==> src/hw/fcdma_defines.vh <==
// Shared constants for the four-channel transfer controller
`ifndef FCDMA_DEFINES_VH
`define FCDMA_DEFINES_VH
`define FCDMA_TYPE_HI       15
`define FCDMA_TYPE_LO       14
`define FCDMA_CNT_MSB       13
`define FCDMA_TYPE_VERIFY   2'h0
`define FCDMA_TYPE_WRITE    2'h1
`define FCDMA_TYPE_READ     2'h2
`define FCDMA_REG_SEL_BIT   3
`define FCDMA_MODE_TCSTOP   6
`define FCDMA_MARK_MASK     7'h7F
`define FCDMA_MARK_WIDTH    7
`define FCDMA_ST_IDLE       3'h0
`define FCDMA_ST_HOLD       3'h1
`define FCDMA_ST_ADDR       3'h2
`define FCDMA_ST_STROBE     3'h3
`define FCDMA_ST_WAIT       3'h4
`define FCDMA_ST_END        3'h5
`endif

==> src/hw/fcdma_top.v <==
// Four-channel bus-master transfer controller
`timescale 1ns/1ps
`include "fcdma_defines.vh"
// Operation
// - Acknowledge of granted channel pulses low then high for every byte.
// - Count bits 15:14 pick verify, write, read or illegal cycle.
// - Upper address byte is driven on data pins, then pins released.
// - Slave: low four address bits select register for write or read.
// - Write cycle: periph read plus memory write; read cycle the reverse.
// - Host reads status or a byte; writes mode or a byte.
// - Reset clears mode register, floats strobe/address/data pins, drives request low, acknowledges high.
// - As master, low address pins carry memory address bits 3:0.
// - Memory address bits 7:4 appear on dedicated outputs in cycles.
// - Chip select gates host strobes only while idle; they are refused from the moment the bus request is raised.
// - Inactive ready inserts wait states stretching the memory strobes.
// - Any enabled requesting channel raises the bus request output.
// - No transfer cycle starts before the bus grant arrives.
// - Address latch strobe pulses while upper byte is on data pins.
// - Bus float output is asserted throughout transfer cycles.
// - Last-cycle flag asserted when selected 14-bit count is zero.
// - With stop option set, last cycle clears that channel's enable.
// - Marker asserted every 128th cycle counted from block end.
// - Mode holds four channel enables and the stop option in bit 6; disabled idle.
// - Verify cycles take bus and acknowledge but issue no strobes.
// - Requests held until acknowledge; channel 0 has top priority.
// - Address bit 3 picks channel registers or mode/status register.
module fcdma_top #(
   parameter NCH = 4
) (
   input  wire           mclk,
   input  wire           rst_n,
   input  wire [NCH-1:0] channel_request,
   output reg  [NCH-1:0] channel_acknowledge_n,
   input  wire           cs_n,
   input  wire           host_rd_n,
   input  wire           host_wr_n,
   input  wire           periph_read_strobe_n_i,
   output reg            periph_read_strobe_n_o,
   output reg            periph_read_strobe_n_oe,
   input  wire           periph_write_strobe_n_i,
   output reg            periph_write_strobe_n_o,
   output reg            periph_write_strobe_n_oe,
   input  wire [3:0]     addr_lo_i,
   output reg  [3:0]     addr_lo_o,
   output reg            addr_lo_oe,
   output reg  [3:0]     addr_mid_o,
   output reg            addr_mid_oe,
   input  wire [7:0]     data_i,
   output reg  [7:0]     data_o,
   output reg            data_oe,
   input  wire           ready,
   output reg            bus_request_out,
   input  wire           bus_grant_in,
   output reg            memory_read_strobe_n_o,
   output reg            memory_write_strobe_n_o,
   output reg            mem_strobe_oe,
   output reg            upper_address_latch_strobe,
   output reg            master_cycle_bus_float,
   output reg            last_cycle_flag,
   output reg            mark_flag,
   output wire [7:0]     mode_out,
   output wire           rd_valid,
   input  wire           rd_ready,
   output wire [7:0]     rd_data,
   output wire           rd_in_ready
);
   // Inputs from outside, except rst_n and rd_ready, pass two flops before use
   reg [NCH-1:0] req_s1_q;
   reg [NCH-1:0] req_s2_q;
   reg [5:0]     ctl_s1_q;
   reg [5:0]     ctl_s2_q;
   reg [3:0]     a_s1_q;
   reg [3:0]     a_s2_q;
   reg [7:0]     d_s1_q;
   reg [7:0]     d_s2_q;
   reg           rdy_s1_q;
   reg           rdy_s2_q;

   wire [16*NCH-1:0] addr_flat;
   wire [16*NCH-1:0] cnt_flat;
   reg [7:0]     mode_q;
   reg [NCH-1:0] tcst_q;
   reg           ptr_q;
   reg [2:0]     st_q;
   reg [1:0]     ch_q;
   reg           wr_prev_q;
   reg           rd_prev_q;
   reg [7:0]     rd_byte_q;
   reg           rd_push_q;

   wire          cs_s  = ctl_s2_q[0];
   // Slave strobes may come on the host pins or the two-way strobe pins
   wire          rd_s  = ctl_s2_q[1] & ctl_s2_q[4];
   wire          wr_s  = ctl_s2_q[2] & ctl_s2_q[5];
   wire          grant = ctl_s2_q[3];
   wire          master = (st_q != `FCDMA_ST_IDLE);
   wire          sel   = ~cs_s & ~master;
   wire          wr_ev = sel & ~wr_s & wr_prev_q;
   wire          rd_ev = sel & ~rd_s & rd_prev_q;
   wire [NCH-1:0] live = req_s2_q & mode_q[NCH-1:0];
   wire [1:0]    rch   = a_s2_q[2:1];
   wire [1:0]    win;
   wire [15:0]   cur_a = addr_flat[16*ch_q +: 16];
   wire [15:0]   cur_c = cnt_flat[16*ch_q +: 16];
   wire [1:0]    ctype = cur_c[`FCDMA_TYPE_HI:`FCDMA_TYPE_LO];
   wire          tc_now = (cur_c[`FCDMA_CNT_MSB:0] == 14'h0000);
   // Marker counts from block end: remaining count low seven bits all ones
   wire          mk_now = (cur_c[`FCDMA_MARK_WIDTH-1:0] ==
                           `FCDMA_MARK_MASK) & ~tc_now;

   assign mode_out = mode_q;

   // Fixed priority, channel 0 highest
   assign win = live[0] ? 2'h0 : live[1] ? 2'h1 :
                live[2] ? 2'h2 : 2'h3;

   fcdma_skid #(.WIDTH(8)) u_rdbuf (
      .mclk      (mclk),
      .rst_n     (rst_n),
      .in_valid  (rd_push_q),
      .in_ready  (rd_in_ready),
      .in_data   (rd_byte_q),
      .out_valid (rd_valid),
      .out_ready (rd_ready),
      .out_data  (rd_data)
   );

   // One register pair per channel; host bytes and the post-cycle step
   // never meet, since host access is refused while master
   genvar g;
   generate
      for (g = 0; g < NCH; g = g + 1) begin : g_chan
         reg [15:0] addr_q;
         reg [15:0] cnt_q;
         wire       hit  = wr_ev & ~a_s2_q[`FCDMA_REG_SEL_BIT] &
                           (rch == g);
         wire       step = (st_q == `FCDMA_ST_END) & (ch_q == g);
         always @(posedge mclk) begin
            if (!rst_n) begin
               addr_q <= 16'h0000;
               cnt_q  <= 16'h0000;
            end else if (hit) begin
               if (a_s2_q[0]) begin
                  if (ptr_q) cnt_q[15:8] <= d_s2_q;
                  else       cnt_q[7:0]  <= d_s2_q;
               end else begin
                  if (ptr_q) addr_q[15:8] <= d_s2_q;
                  else       addr_q[7:0]  <= d_s2_q;
               end
            end else if (step) begin
               addr_q <= addr_q + 16'h0001;
               // Type bits ride along unchanged
               cnt_q  <= {cnt_q[`FCDMA_TYPE_HI:`FCDMA_TYPE_LO],
                          cnt_q[`FCDMA_CNT_MSB:0] - 14'h0001};
            end
         end
         assign addr_flat[16*g +: 16] = addr_q;
         assign cnt_flat[16*g +: 16]  = cnt_q;
      end
   endgenerate

   always @(posedge mclk) begin
      req_s1_q <= channel_request;
      req_s2_q <= req_s1_q;
      ctl_s1_q <= {periph_write_strobe_n_i, periph_read_strobe_n_i,
                   bus_grant_in, host_wr_n, host_rd_n, cs_n};
      ctl_s2_q <= ctl_s1_q;
      a_s1_q   <= addr_lo_i;
      a_s2_q   <= a_s1_q;
      d_s1_q   <= data_i;
      d_s2_q   <= d_s1_q;
      rdy_s1_q <= ready;
      rdy_s2_q <= rdy_s1_q;
   end

   always @(posedge mclk) begin
      if (!rst_n) begin
         mode_q    <= 8'h00;
         tcst_q    <= {NCH{1'b0}};
         ptr_q     <= 1'b0;
         st_q      <= `FCDMA_ST_IDLE;
         ch_q      <= 2'h0;
         wr_prev_q <= 1'b1;
         rd_prev_q <= 1'b1;
         rd_byte_q <= 8'h00;
         rd_push_q <= 1'b0;
      end else begin
         wr_prev_q <= wr_s;
         rd_prev_q <= rd_s;
         rd_push_q <= 1'b0;
         // Host write: decode and load one byte or mode
         if (wr_ev) begin
            if (a_s2_q[`FCDMA_REG_SEL_BIT]) begin
               mode_q <= d_s2_q;
            end else begin
               // Channel bytes land in the per-channel block
               ptr_q <= ~ptr_q;
            end
         end
         // Host read captured into buffer; dropped if buffer is full
         if (rd_ev & rd_in_ready) begin
            rd_push_q <= 1'b1;
            if (a_s2_q[`FCDMA_REG_SEL_BIT]) begin
               rd_byte_q <= {4'h0, tcst_q};
               tcst_q    <= {NCH{1'b0}};
            end else begin
               if (a_s2_q[0])
                  rd_byte_q <= cnt_flat[16*rch + 8*ptr_q +: 8];
               else
                  rd_byte_q <= addr_flat[16*rch + 8*ptr_q +: 8];
               ptr_q <= ~ptr_q;
            end
         end
         case (st_q)
            `FCDMA_ST_IDLE: begin
               // A grant left over from the last burst must drop first
               if (|live & ~grant)
                  st_q <= `FCDMA_ST_HOLD;
            end
            `FCDMA_ST_HOLD: begin
               if (~|live)
                  st_q <= `FCDMA_ST_IDLE;
               else if (grant) begin
                  ch_q <= win;
                  st_q <= `FCDMA_ST_ADDR;
               end
            end
            `FCDMA_ST_ADDR:   st_q <= `FCDMA_ST_STROBE;
            `FCDMA_ST_STROBE: st_q <= `FCDMA_ST_WAIT;
            `FCDMA_ST_WAIT: begin
               if (rdy_s2_q)
                  st_q <= `FCDMA_ST_END;
            end
            `FCDMA_ST_END: begin
               if (tc_now) begin
                  tcst_q[ch_q] <= 1'b1;
                  if (mode_q[`FCDMA_MODE_TCSTOP])
                     mode_q[ch_q] <= 1'b0;
               end
               st_q <= `FCDMA_ST_HOLD;
            end
            default: st_q <= `FCDMA_ST_IDLE;
         endcase
      end
   end

   // Output decode from state; floats when idle
   always @* begin
      channel_acknowledge_n      = {NCH{1'b1}};
      periph_read_strobe_n_o     = 1'b1;
      periph_write_strobe_n_o    = 1'b1;
      memory_read_strobe_n_o     = 1'b1;
      memory_write_strobe_n_o    = 1'b1;
      periph_read_strobe_n_oe    = 1'b0;
      periph_write_strobe_n_oe   = 1'b0;
      mem_strobe_oe              = 1'b0;
      addr_lo_o                  = cur_a[3:0];
      addr_lo_oe                 = 1'b0;
      addr_mid_o                 = cur_a[7:4];
      addr_mid_oe                = 1'b0;
      data_o                     = cur_a[15:8];
      data_oe                    = 1'b0;
      upper_address_latch_strobe = 1'b0;
      master_cycle_bus_float     = 1'b0;
      last_cycle_flag            = 1'b0;
      mark_flag                  = 1'b0;
      bus_request_out            = (st_q != `FCDMA_ST_IDLE);
      case (st_q)
         `FCDMA_ST_ADDR, `FCDMA_ST_STROBE, `FCDMA_ST_WAIT,
         `FCDMA_ST_END: begin
            master_cycle_bus_float   = 1'b1;
            addr_lo_oe               = 1'b1;
            addr_mid_oe              = 1'b1;
            periph_read_strobe_n_oe  = 1'b1;
            periph_write_strobe_n_oe = 1'b1;
            mem_strobe_oe            = 1'b1;
            last_cycle_flag          = tc_now;
            mark_flag                = mk_now;
            if (st_q == `FCDMA_ST_ADDR) begin
               data_oe                    = 1'b1;
               upper_address_latch_strobe = 1'b1;
            end else begin
               channel_acknowledge_n[ch_q] = 1'b0;
               if (st_q != `FCDMA_ST_END) begin
                  // Verify and illegal types issue no strobes
                  if (ctype == `FCDMA_TYPE_WRITE) begin
                     periph_read_strobe_n_o  = 1'b0;
                     memory_write_strobe_n_o = 1'b0;
                  end else if (ctype == `FCDMA_TYPE_READ) begin
                     periph_write_strobe_n_o = 1'b0;
                     memory_read_strobe_n_o  = 1'b0;
                  end
               end
            end
         end
         default: begin
         end
      endcase
   end
endmodule // fcdma_top

==> src/hw/fcdma_skid.v <==
// Two-entry buffer on the host read-data path
`timescale 1ns/1ps
module fcdma_skid #(
   parameter WIDTH = 8
) (
   input  wire             mclk,
   input  wire             rst_n,
   input  wire             in_valid,
   output wire             in_ready,
   input  wire [WIDTH-1:0] in_data,
   output wire             out_valid,
   input  wire             out_ready,
   output wire [WIDTH-1:0] out_data
);
   reg [WIDTH-1:0] mem_q [0:1];
   reg             wr_q;
   reg             rd_q;
   reg [1:0]       cnt_q;
   wire            push;
   wire            pop;

   assign in_ready  = (cnt_q != 2'h2);
   assign out_valid = (cnt_q != 2'h0);
   assign out_data  = mem_q[rd_q];
   assign push      = in_valid & in_ready;
   assign pop       = out_valid & out_ready;

   always @(posedge mclk) begin
      if (!rst_n) begin
         wr_q  <= 1'b0;
         rd_q  <= 1'b0;
         cnt_q <= 2'h0;
      end else begin
         if (push) begin
            mem_q[wr_q] <= in_data;
            wr_q        <= ~wr_q;
         end
         if (pop)
            rd_q <= ~rd_q;
         if (push & ~pop)
            cnt_q <= cnt_q + 2'h1;
         else if (pop & ~push)
            cnt_q <= cnt_q - 2'h1;
      end
   end
endmodule // fcdma_skid

==> config.mk <==
export PLATFORM = sky130hd
export DESIGN_NAME = fcdma_top
export DESIGN_NICKNAME = d
export VERILOG_FILES = /design/src/hw/fcdma_top.v /design/src/hw/fcdma_skid.v
export VERILOG_INCLUDE_DIRS = /design/src /design/src/hw
export SDC_FILE = /design/constraint.sdc
export NUM_CORES = 1
export LEC_CHECK = 0
export BUFFER_PORTS_ARGS = -buffer_cell sky130_fd_sc_hd__buf_2
export CAP_MARGIN = 10
export CORE_ASPECT_RATIO = 0.9
export CORE_MARGIN = 5
export CORE_UTILIZATION = 23
export CTS_CLUSTER_SIZE = 14
export DETAILED_ROUTE_END_ITERATION = 8
export SYNTH_ARGS = -nofsm -noshare
export SYNTH_HDL_FRONTEND = slang
export SYNTH_HIERARCHICAL = 1
export SYNTH_SLANG_ARGS = --single-unit
==> constraint.sdc <==
create_clock -name mclk -period 5.8 [get_ports mclk]
set_input_delay 1.16 -clock mclk [delete_from_list [all_inputs] [get_ports mclk]]
set_output_delay 1.16 -clock mclk [all_outputs]
set_load 0.01 [all_outputs]
==> impl_metrics.ini, run 1 <==
[logic_synthesis]
synth-edff-count = 16
synth_cell_types = 83
synth-async-reset-ratio_pct = 0
synth_area_sq_um = 12400
yosysSeqAreaShare_pct = 37.4
ys.flop_type = dfxtp_1
synth_cells = 1415
syn_area_per_cell_sq_um = 8.78
yosysWarningCount = 6
synth_nets = 1450
synth.ff_latch_count = 224

[die]
die_y_um = 230
initial_core_util_pct = 23.3
dieArea_sq_um = 58700
dieWidth_um = 255
coreArea_sq_um = 53300
num_io_pins = 79
num_rows = 80

[worst_setup_path]
cpPeakStageDelay_ns = 0.94
cp.buffers_inverters = 1
cp_data_arrival_time_ns = 3.33
worstSetupStartpointType = flip-flop
required_ns = 4.64
crit_slowest_cell = dfxtp_2
cp-end-kind = primary output
critical_path_class = reg -> out
cp_max_fo = 35
crit_chain = mux4_2 -> nor4_1 -> nand4_2 -> and2b_2 -> buf_2
cp_top_family = simple AND/OR/NAND/NOR gates

[route]
postRouteAntennaNets = 0
drc_errors = 0
firstDrtPassIters = 8
post_drt_wl_per_cell_um = 23.0
viasPerCell = 5.75
routed_wl_mm = 49.6
drt_iter0_drc = 1789
via_count = 12366

[timing]
skew_ns = 0.0294
tns_ns = 0
fmax_mhz = 223
min_period_over_period_pct = 77.3
slew_headroom_pct = 16.2
finalSetupViolations = 0
min_period_ns = 4.49
rsz0062_at_grt = no
slew_violations = 0
worst_slack_ns = 1.31
hold_viol = 0
worst_pin_slew_ns = 1.25

[placed_design]
port_buffers = 78
hpwlAfterDp_mm = 35.4
place.gp.congestion = 1.02
placed_area_sq_um = 13300
preCtsSetupSlack_ns = 1.89

[pwr]
powerDensity_nw_per_um2 = 269
cellLeakagePower_nw = 5.01
total_power_mw = 3.84
irDropWorstVdd_v = 0.000183

[hold_path]
hp-class = reg -> reg

[layout]
stdcell_area_sq_um = 14300
final_layout_size_suffix_gt1_share_pct = 17.1
finalNetCount = 1470
fill_cells = 5702
area.growth.synth_to_final_pct = 14.8

[clocking]
ctsResizeCount = 0
cts_root_buf = clkbuf_16
cts.reportedPaths.clkPinSlew_ns = 0.06
clockBufferDepth = 3
cts_hold_buf = 0
cts.sinks = 224
cts-buffers-inserted = 25
insertion_delay_ns = 0.56
cts_tree = built
cts_setup_buffers = 0
htree_levels = 1

[job]
drv_cap = 0

[global_routing]
grt_max_degree = 81
grt_pass1_wl_mm = 73.0
first_global_vias = 11031
track_usage_pct = 16.0
grt_overflow = 0
antenna_found_initial = 5

[run_status]
outcome = complete, no violations
[worst register-to-register path: stages (launching register included)]
cell       delay (ns)
dfxtp_1          0.47
nor4_4           0.76
buf_4            0.30
nand2_1          0.27
o21ai_0          0.98
a21oi_1          0.16
a2111oi_1        0.34
[logic make-up after synthesis]
logic type,after synthesis,synth area share (%)
simple gates,517,20.7
compound gates,456,23.5
flops,224,37.4
buf+inv,121,4.41
mux,82,12.6
fa+ha+maj,9,0.907
xor+xnor,6,0.423
[placed cells by master, fill, tap and decap left out, types with 11 or more instances in the layout]
master,count
and2_1,25
o21ai_0,107
and3_1,23
mux4_2,57
a21oi_1,131
o22ai_1,18
nand3_1,42
nor3_1,45
a21o_1,14
a211oi_1,11
inv_1,16
nand4_1,15
buf_4,19
clkbuf_16,25
a31oi_1,21
o21a_1,19
or3_1,18
edfxtp_1,16
buf_2,78
nand2_1,146
dfxtp_1,204
o31ai_1,14
nor3b_1,11
nor2_1,121
o211ai_1,14
mux2_2,16
o31a_1,11
nor4_1,18
[per-layer routing]
layer / part of all wire [%] / global-route usage (%) / vias to the layer above
met5: 0 / 0 / -
li1: - / - / 5424
met2: 40 / 22.4 / 884
met1: 42 / 23.4 / 5920
met3: 14 / 5.18 / 138
met4: 3.7 / 4.66 / 0
[sequential cells by signal (all words and copies together), names as in the netlist, 3 cells and up, named ones only]
signal         cells
req_s2_q           4
a_s1_q             4
a_s2_q             4
d_s2_q             8
ctl_s1_q           6
g_chan.cnt_q      64
u_rdbuf/mem_q     16
st_q               3
tcst_q             4
req_s1_q           4
d_s1_q             8
mode_out           8
rd_byte_q          8
ctl_s2_q           6
g_chan.addr_q     64
[power breakdown]
group / leakage, nW / internal, mW / switching (mW)
logic: 2.72 / 0.143 / 0.228
clock network: 0.444 / 1.08 / 0.723
registers: 1.85 / 1.60 / 0.0636
[area by class of cell]
class                           count  area, sq um  area share [%]
Clock inverter                     20          272            1.90
Sequential cell                   224         4650            32.6
Antenna cell                        1         2.50          0.0176
Clock buffer                       26          639            4.48
Tap cell                          697          872            6.12
Inverter                           17         63.8           0.448
Multi-Input combinational cell   1070         7230            50.7
Timing Repair Buffer               97          533            3.74
[worst paths after layout]
check	cells past startpoint	startpoint	slack, ns	end
worst min-delay path	0	rdy_s1_q	0.32	rdy_s2_q
worst max register to register	6	st_q[2]	2.39	g_chan[1].addr_q[12]
worst min register to register	0	rdy_s1_q	0.32	rdy_s2_q
worst max-delay path	5	ch_q[0]	1.31	last_cycle_flag
[cells in the mapped netlist, drive strengths merged (9+ instances only)]
cell	count	share of area [%]
or4	9	0.57
a21o	14	0.85
nor2	121	3.7
a21oi	132	5.4
o21a	19	1.1
nor4	19	1.1
nor3b	13	0.87
and2	25	1.3
nor3	45	1.8
ha	9	0.91
o211ai	14	0.85
mux2	16	1.5
a31oi	21	1.1
buf	45	2.1
nand4	16	0.86
o31ai	14	0.85
a32o	10	0.81
dfxtp	208	34
nand3	42	1.7
o221a	10	0.91
mux4	58	11
edfxtp	16	3.9
o31a	11	0.78
inv	17	0.51
or3	18	0.91
o211a	9	0.73
o22ai	18	0.91
clkbuf	59	1.8
a22oi	9	0.54
nand2	147	4.5
nor2b	10	0.52
and3	23	1.2
a211oi	11	0.66
o21ai	115	4.6
[per-stage QoR]
stage,util (%),std cells,hold slack [ns]
6_report,26.8,2152,0.325
5_1_grt,26.8,2151,0.333
4_1_cts,26.8,2151,0.327
3_5_place_dp,25.1,2105,0.313
3_3_place_gp,25.1,2105,0.313
2_1_floorplan,-,1415,0.310
(Power assumes the default switching activity.)
==> inputs of run 2 (changes only) <==
--- a/config.mk
+++ b/config.mk
@@ -6,6 +6,7 @@
 export SDC_FILE = /design/constraint.sdc
 export NUM_CORES = 1
 export LEC_CHECK = 0
+export ABC_AREA = 1
 export BUFFER_PORTS_ARGS = -buffer_cell sky130_fd_sc_hd__buf_2
 export CAP_MARGIN = 10
 export CORE_ASPECT_RATIO = 0.9
==> constraint.sdc (replaced) <==
create_clock -name mclk -period 4.2 [get_ports mclk]
set_input_delay 0.84 -clock mclk [delete_from_list [all_inputs] [get_ports mclk]]
set_output_delay 0.84 -clock mclk [all_outputs]
set_load 0.01 [all_outputs]
==> impl_metrics.ini, run 2 <==
[layout]
multi_input_area_sq_um = 7840
mostFrequentLayoutCell = nand2_1
final_layout_size_suffix_gt1_share_pct = 8.15
antenna_cells = 0
layout_common_cells = nand2_1 (701), nor2_1 (415), dfxtp_1 (207), inv_1 (188), nand3_1 (139)
seq_area_sq_um = 4650
final_core_util_pct = 26.8
stdcell_area_sq_um = 15700
area.growth.synth_to_final_pct = 14.8
finalNetCount = 2286
fill_cells = 6658
top_regs = g_chan.addr_q x64, g_chan.cnt_q x64, u_rdbuf/mem_q x16

[die]
num_io_pins = 79
initial_core_util_pct = 23.3
dieArea_sq_um = 64500
coreArea_sq_um = 58600
die_y_um = 241
num_rows = 84
dieWidth_um = 267

[timing]
tns_ns = 0
min_period_over_period_pct = 94.5
skew_ns = 0.0142
worst_pin_slew_ns = 0.939
rsz0062_at_grt = no
finalSetupViolations = 0
slew_violations = 0
hold_viol = 0
hold_ws_ns = 0.325
min_period_ns = 3.97
fmax_mhz = 252
slew_headroom_pct = 37.3

[clocking]
cts.sinks = 224
cts_setup_buffers = 0
cts_root_buf = clkbuf_16
cts-buffers-inserted = 27
cts_tree = built
clockBufferDepth = 3
insertion_delay_ns = 0.55
cts.reportedPaths.clkPinSlew_ns = 0.06
htree_levels = 1

[job]
drv_cap = 0

[hold_path]
hp-class = reg -> reg

[pwr]
cellLeakagePower_nw = 7.33
power_frac_seq_pct = 41.9
powerDensity_nw_per_um2 = 348
p_int_mw = 4.03
p_sw_share_pct = 26.2
clkPwrFrac_pct = 47.4
irDropWorstVdd_v = 0.000269
p_sw_mw = 1.43
power_frac_comb_pct = 10.7
total_power_mw = 5.46

[worst_setup_path]
cp_top_family = flip-flops
cp.buffers_inverters = 2
required_ns = 3.36
cp_max_fo = 19
cpPeakStageDelay_ns = 0.75
crit_slowest_cell = dfxtp_1
critical_path_class = reg -> out
cp-end-kind = primary output
cp_data_arrival_time_ns = 3.13
crit_chain = nor2_1 -> inv_1 -> o21ai_0 -> a221oi_1 -> nand3_1 -> buf_2
worstSetupStartpointType = flip-flop

[logic_synthesis]
yosysSeqAreaShare_pct = 34.0
synth_top_cells_by_count = nand2_1 (702), nor2_1 (415), dfxtp_1 (208)
synth_cells = 2218
synth_most_common_cell = nand2_1
synth_nets = 2253
synth_cell_types = 44
syn_area_per_cell_sq_um = 6.17
synth-async-reset-ratio_pct = 0
synth-edff-count = 16
synth_area_sq_um = 13700
synth_top_area_share_pct = 30.4
synthTopCellsByArea = dfxtp_1 (30%), nand2_1 (19%), nor2_1 (11%), inv_1 (5.2%), nand3_1 (5.1%)
yosysWarningCount = 6
synth.ff_latch_count = 224
ys.flop_type = dfxtp_1
yosysTopAreaCell = dfxtp_1

[global_routing]
first_global_vias = 12835
grt_pass1_wl_mm = 78.8
antenna_found_initial = 0
grt_max_degree = 88
track_usage_pct = 15.4
grt_overflow = 0

[route]
routed_wl_mm = 52.0
drc_errors = 0
postRouteAntennaNets = 0
firstDrtPassIters = 6
viasPerCell = 4.79
post_drt_wl_per_cell_um = 17.1
via_count = 14574
drt_iter0_drc = 1914

[placed_design]
placed_area_sq_um = 14700
place.gp.congestion = 0.982
hpwlAfterDp_mm = 39.1
port_buffers = 78

[run_status]
outcome = complete, no violations
==> run 2: cell types whose count changed in the layout (fill, tap and decap cells not counted), moves of 23 or more <==
cell     change
a21oi_1     -66
and2_1      -25
and3_1      -23
inv_1      +172
mux4_2      -57
nand2_1    +555
nand3_1     +97
nor2_1     +294
o21ai_0     +30
xor2_1      +49
==> run 2: worst paths after layout <==
path              from                      end  slack, ns  depth (start not counted)
max            ch_q[0]  memory_write_strobe_n_o       0.23                          6
min          d_s1_q[7]                d_s2_q[7]       0.32                          0
max reg2reg    ch_q[0]     g_chan[1].addr_q[10]       1.36                          8
min reg2reg  d_s1_q[7]                d_s2_q[7]       0.32                          0
==> run 2: cell families after synthesis <==
group / share of synthesized area [%]
XOR/XNOR: 3.46
multiplexers: 0.659
AND/OR/NAND/NOR: 40.9
AO/OA/AOI/OAI: 11.4
flip-flops: 34.0
buffers and inverters: 8.78
adder cells (fa/ha/maj): 0.823
==> run 2: routing by layer <==
layer | wire [um] | vias to the layer above | global-route usage, %
met1 | 23500 | 6612 | 23.2
li1 | - | 7153 | -
met3 | 5380 | 101 | 2.70
met2 | 21700 | 708 | 22.9
met4 | 1490 | 0 | 3.57
met5 | 0 | - | 0
==> run 2: repair_timing <==
action | CTS | global route
hold buffers | 0 | 0
resized for setup | 0 | 1
endpoints found under the setup margin | 0 | 4
==> run 2: area by class of cell <==
cell class	instances	area share [%]
Sequential cell	224	29.6
Timing Repair Buffer	93	3.30
Tap cell	774	6.17
Inverter	200	4.81
Clock buffer	33	4.51
Multi-Input combinational cell	1705	49.9
Clock inverter	15	1.69
==> run 2: metrics by stage <==
stage	setup WS [ns]	cells
floorplan	1.77	2218
global placement	0.905	2996
detailed placement	0.800	2996
CTS	0.204	3044
global route	0.0524	3044
finish	0.230	3044
==> run 2: power groups by stage <==
stage / clock network [mW] / logic, mW / registers, mW
floorplan: 0 / 0.427 / 2.29
CTS: 2.62 / 0.577 / 2.29
detailed placement: 0 / 0.574 / 2.33
global route: 2.72 / 0.650 / 2.29
global placement: 0 / 0.572 / 2.33
finish: 2.59 / 0.583 / 2.29
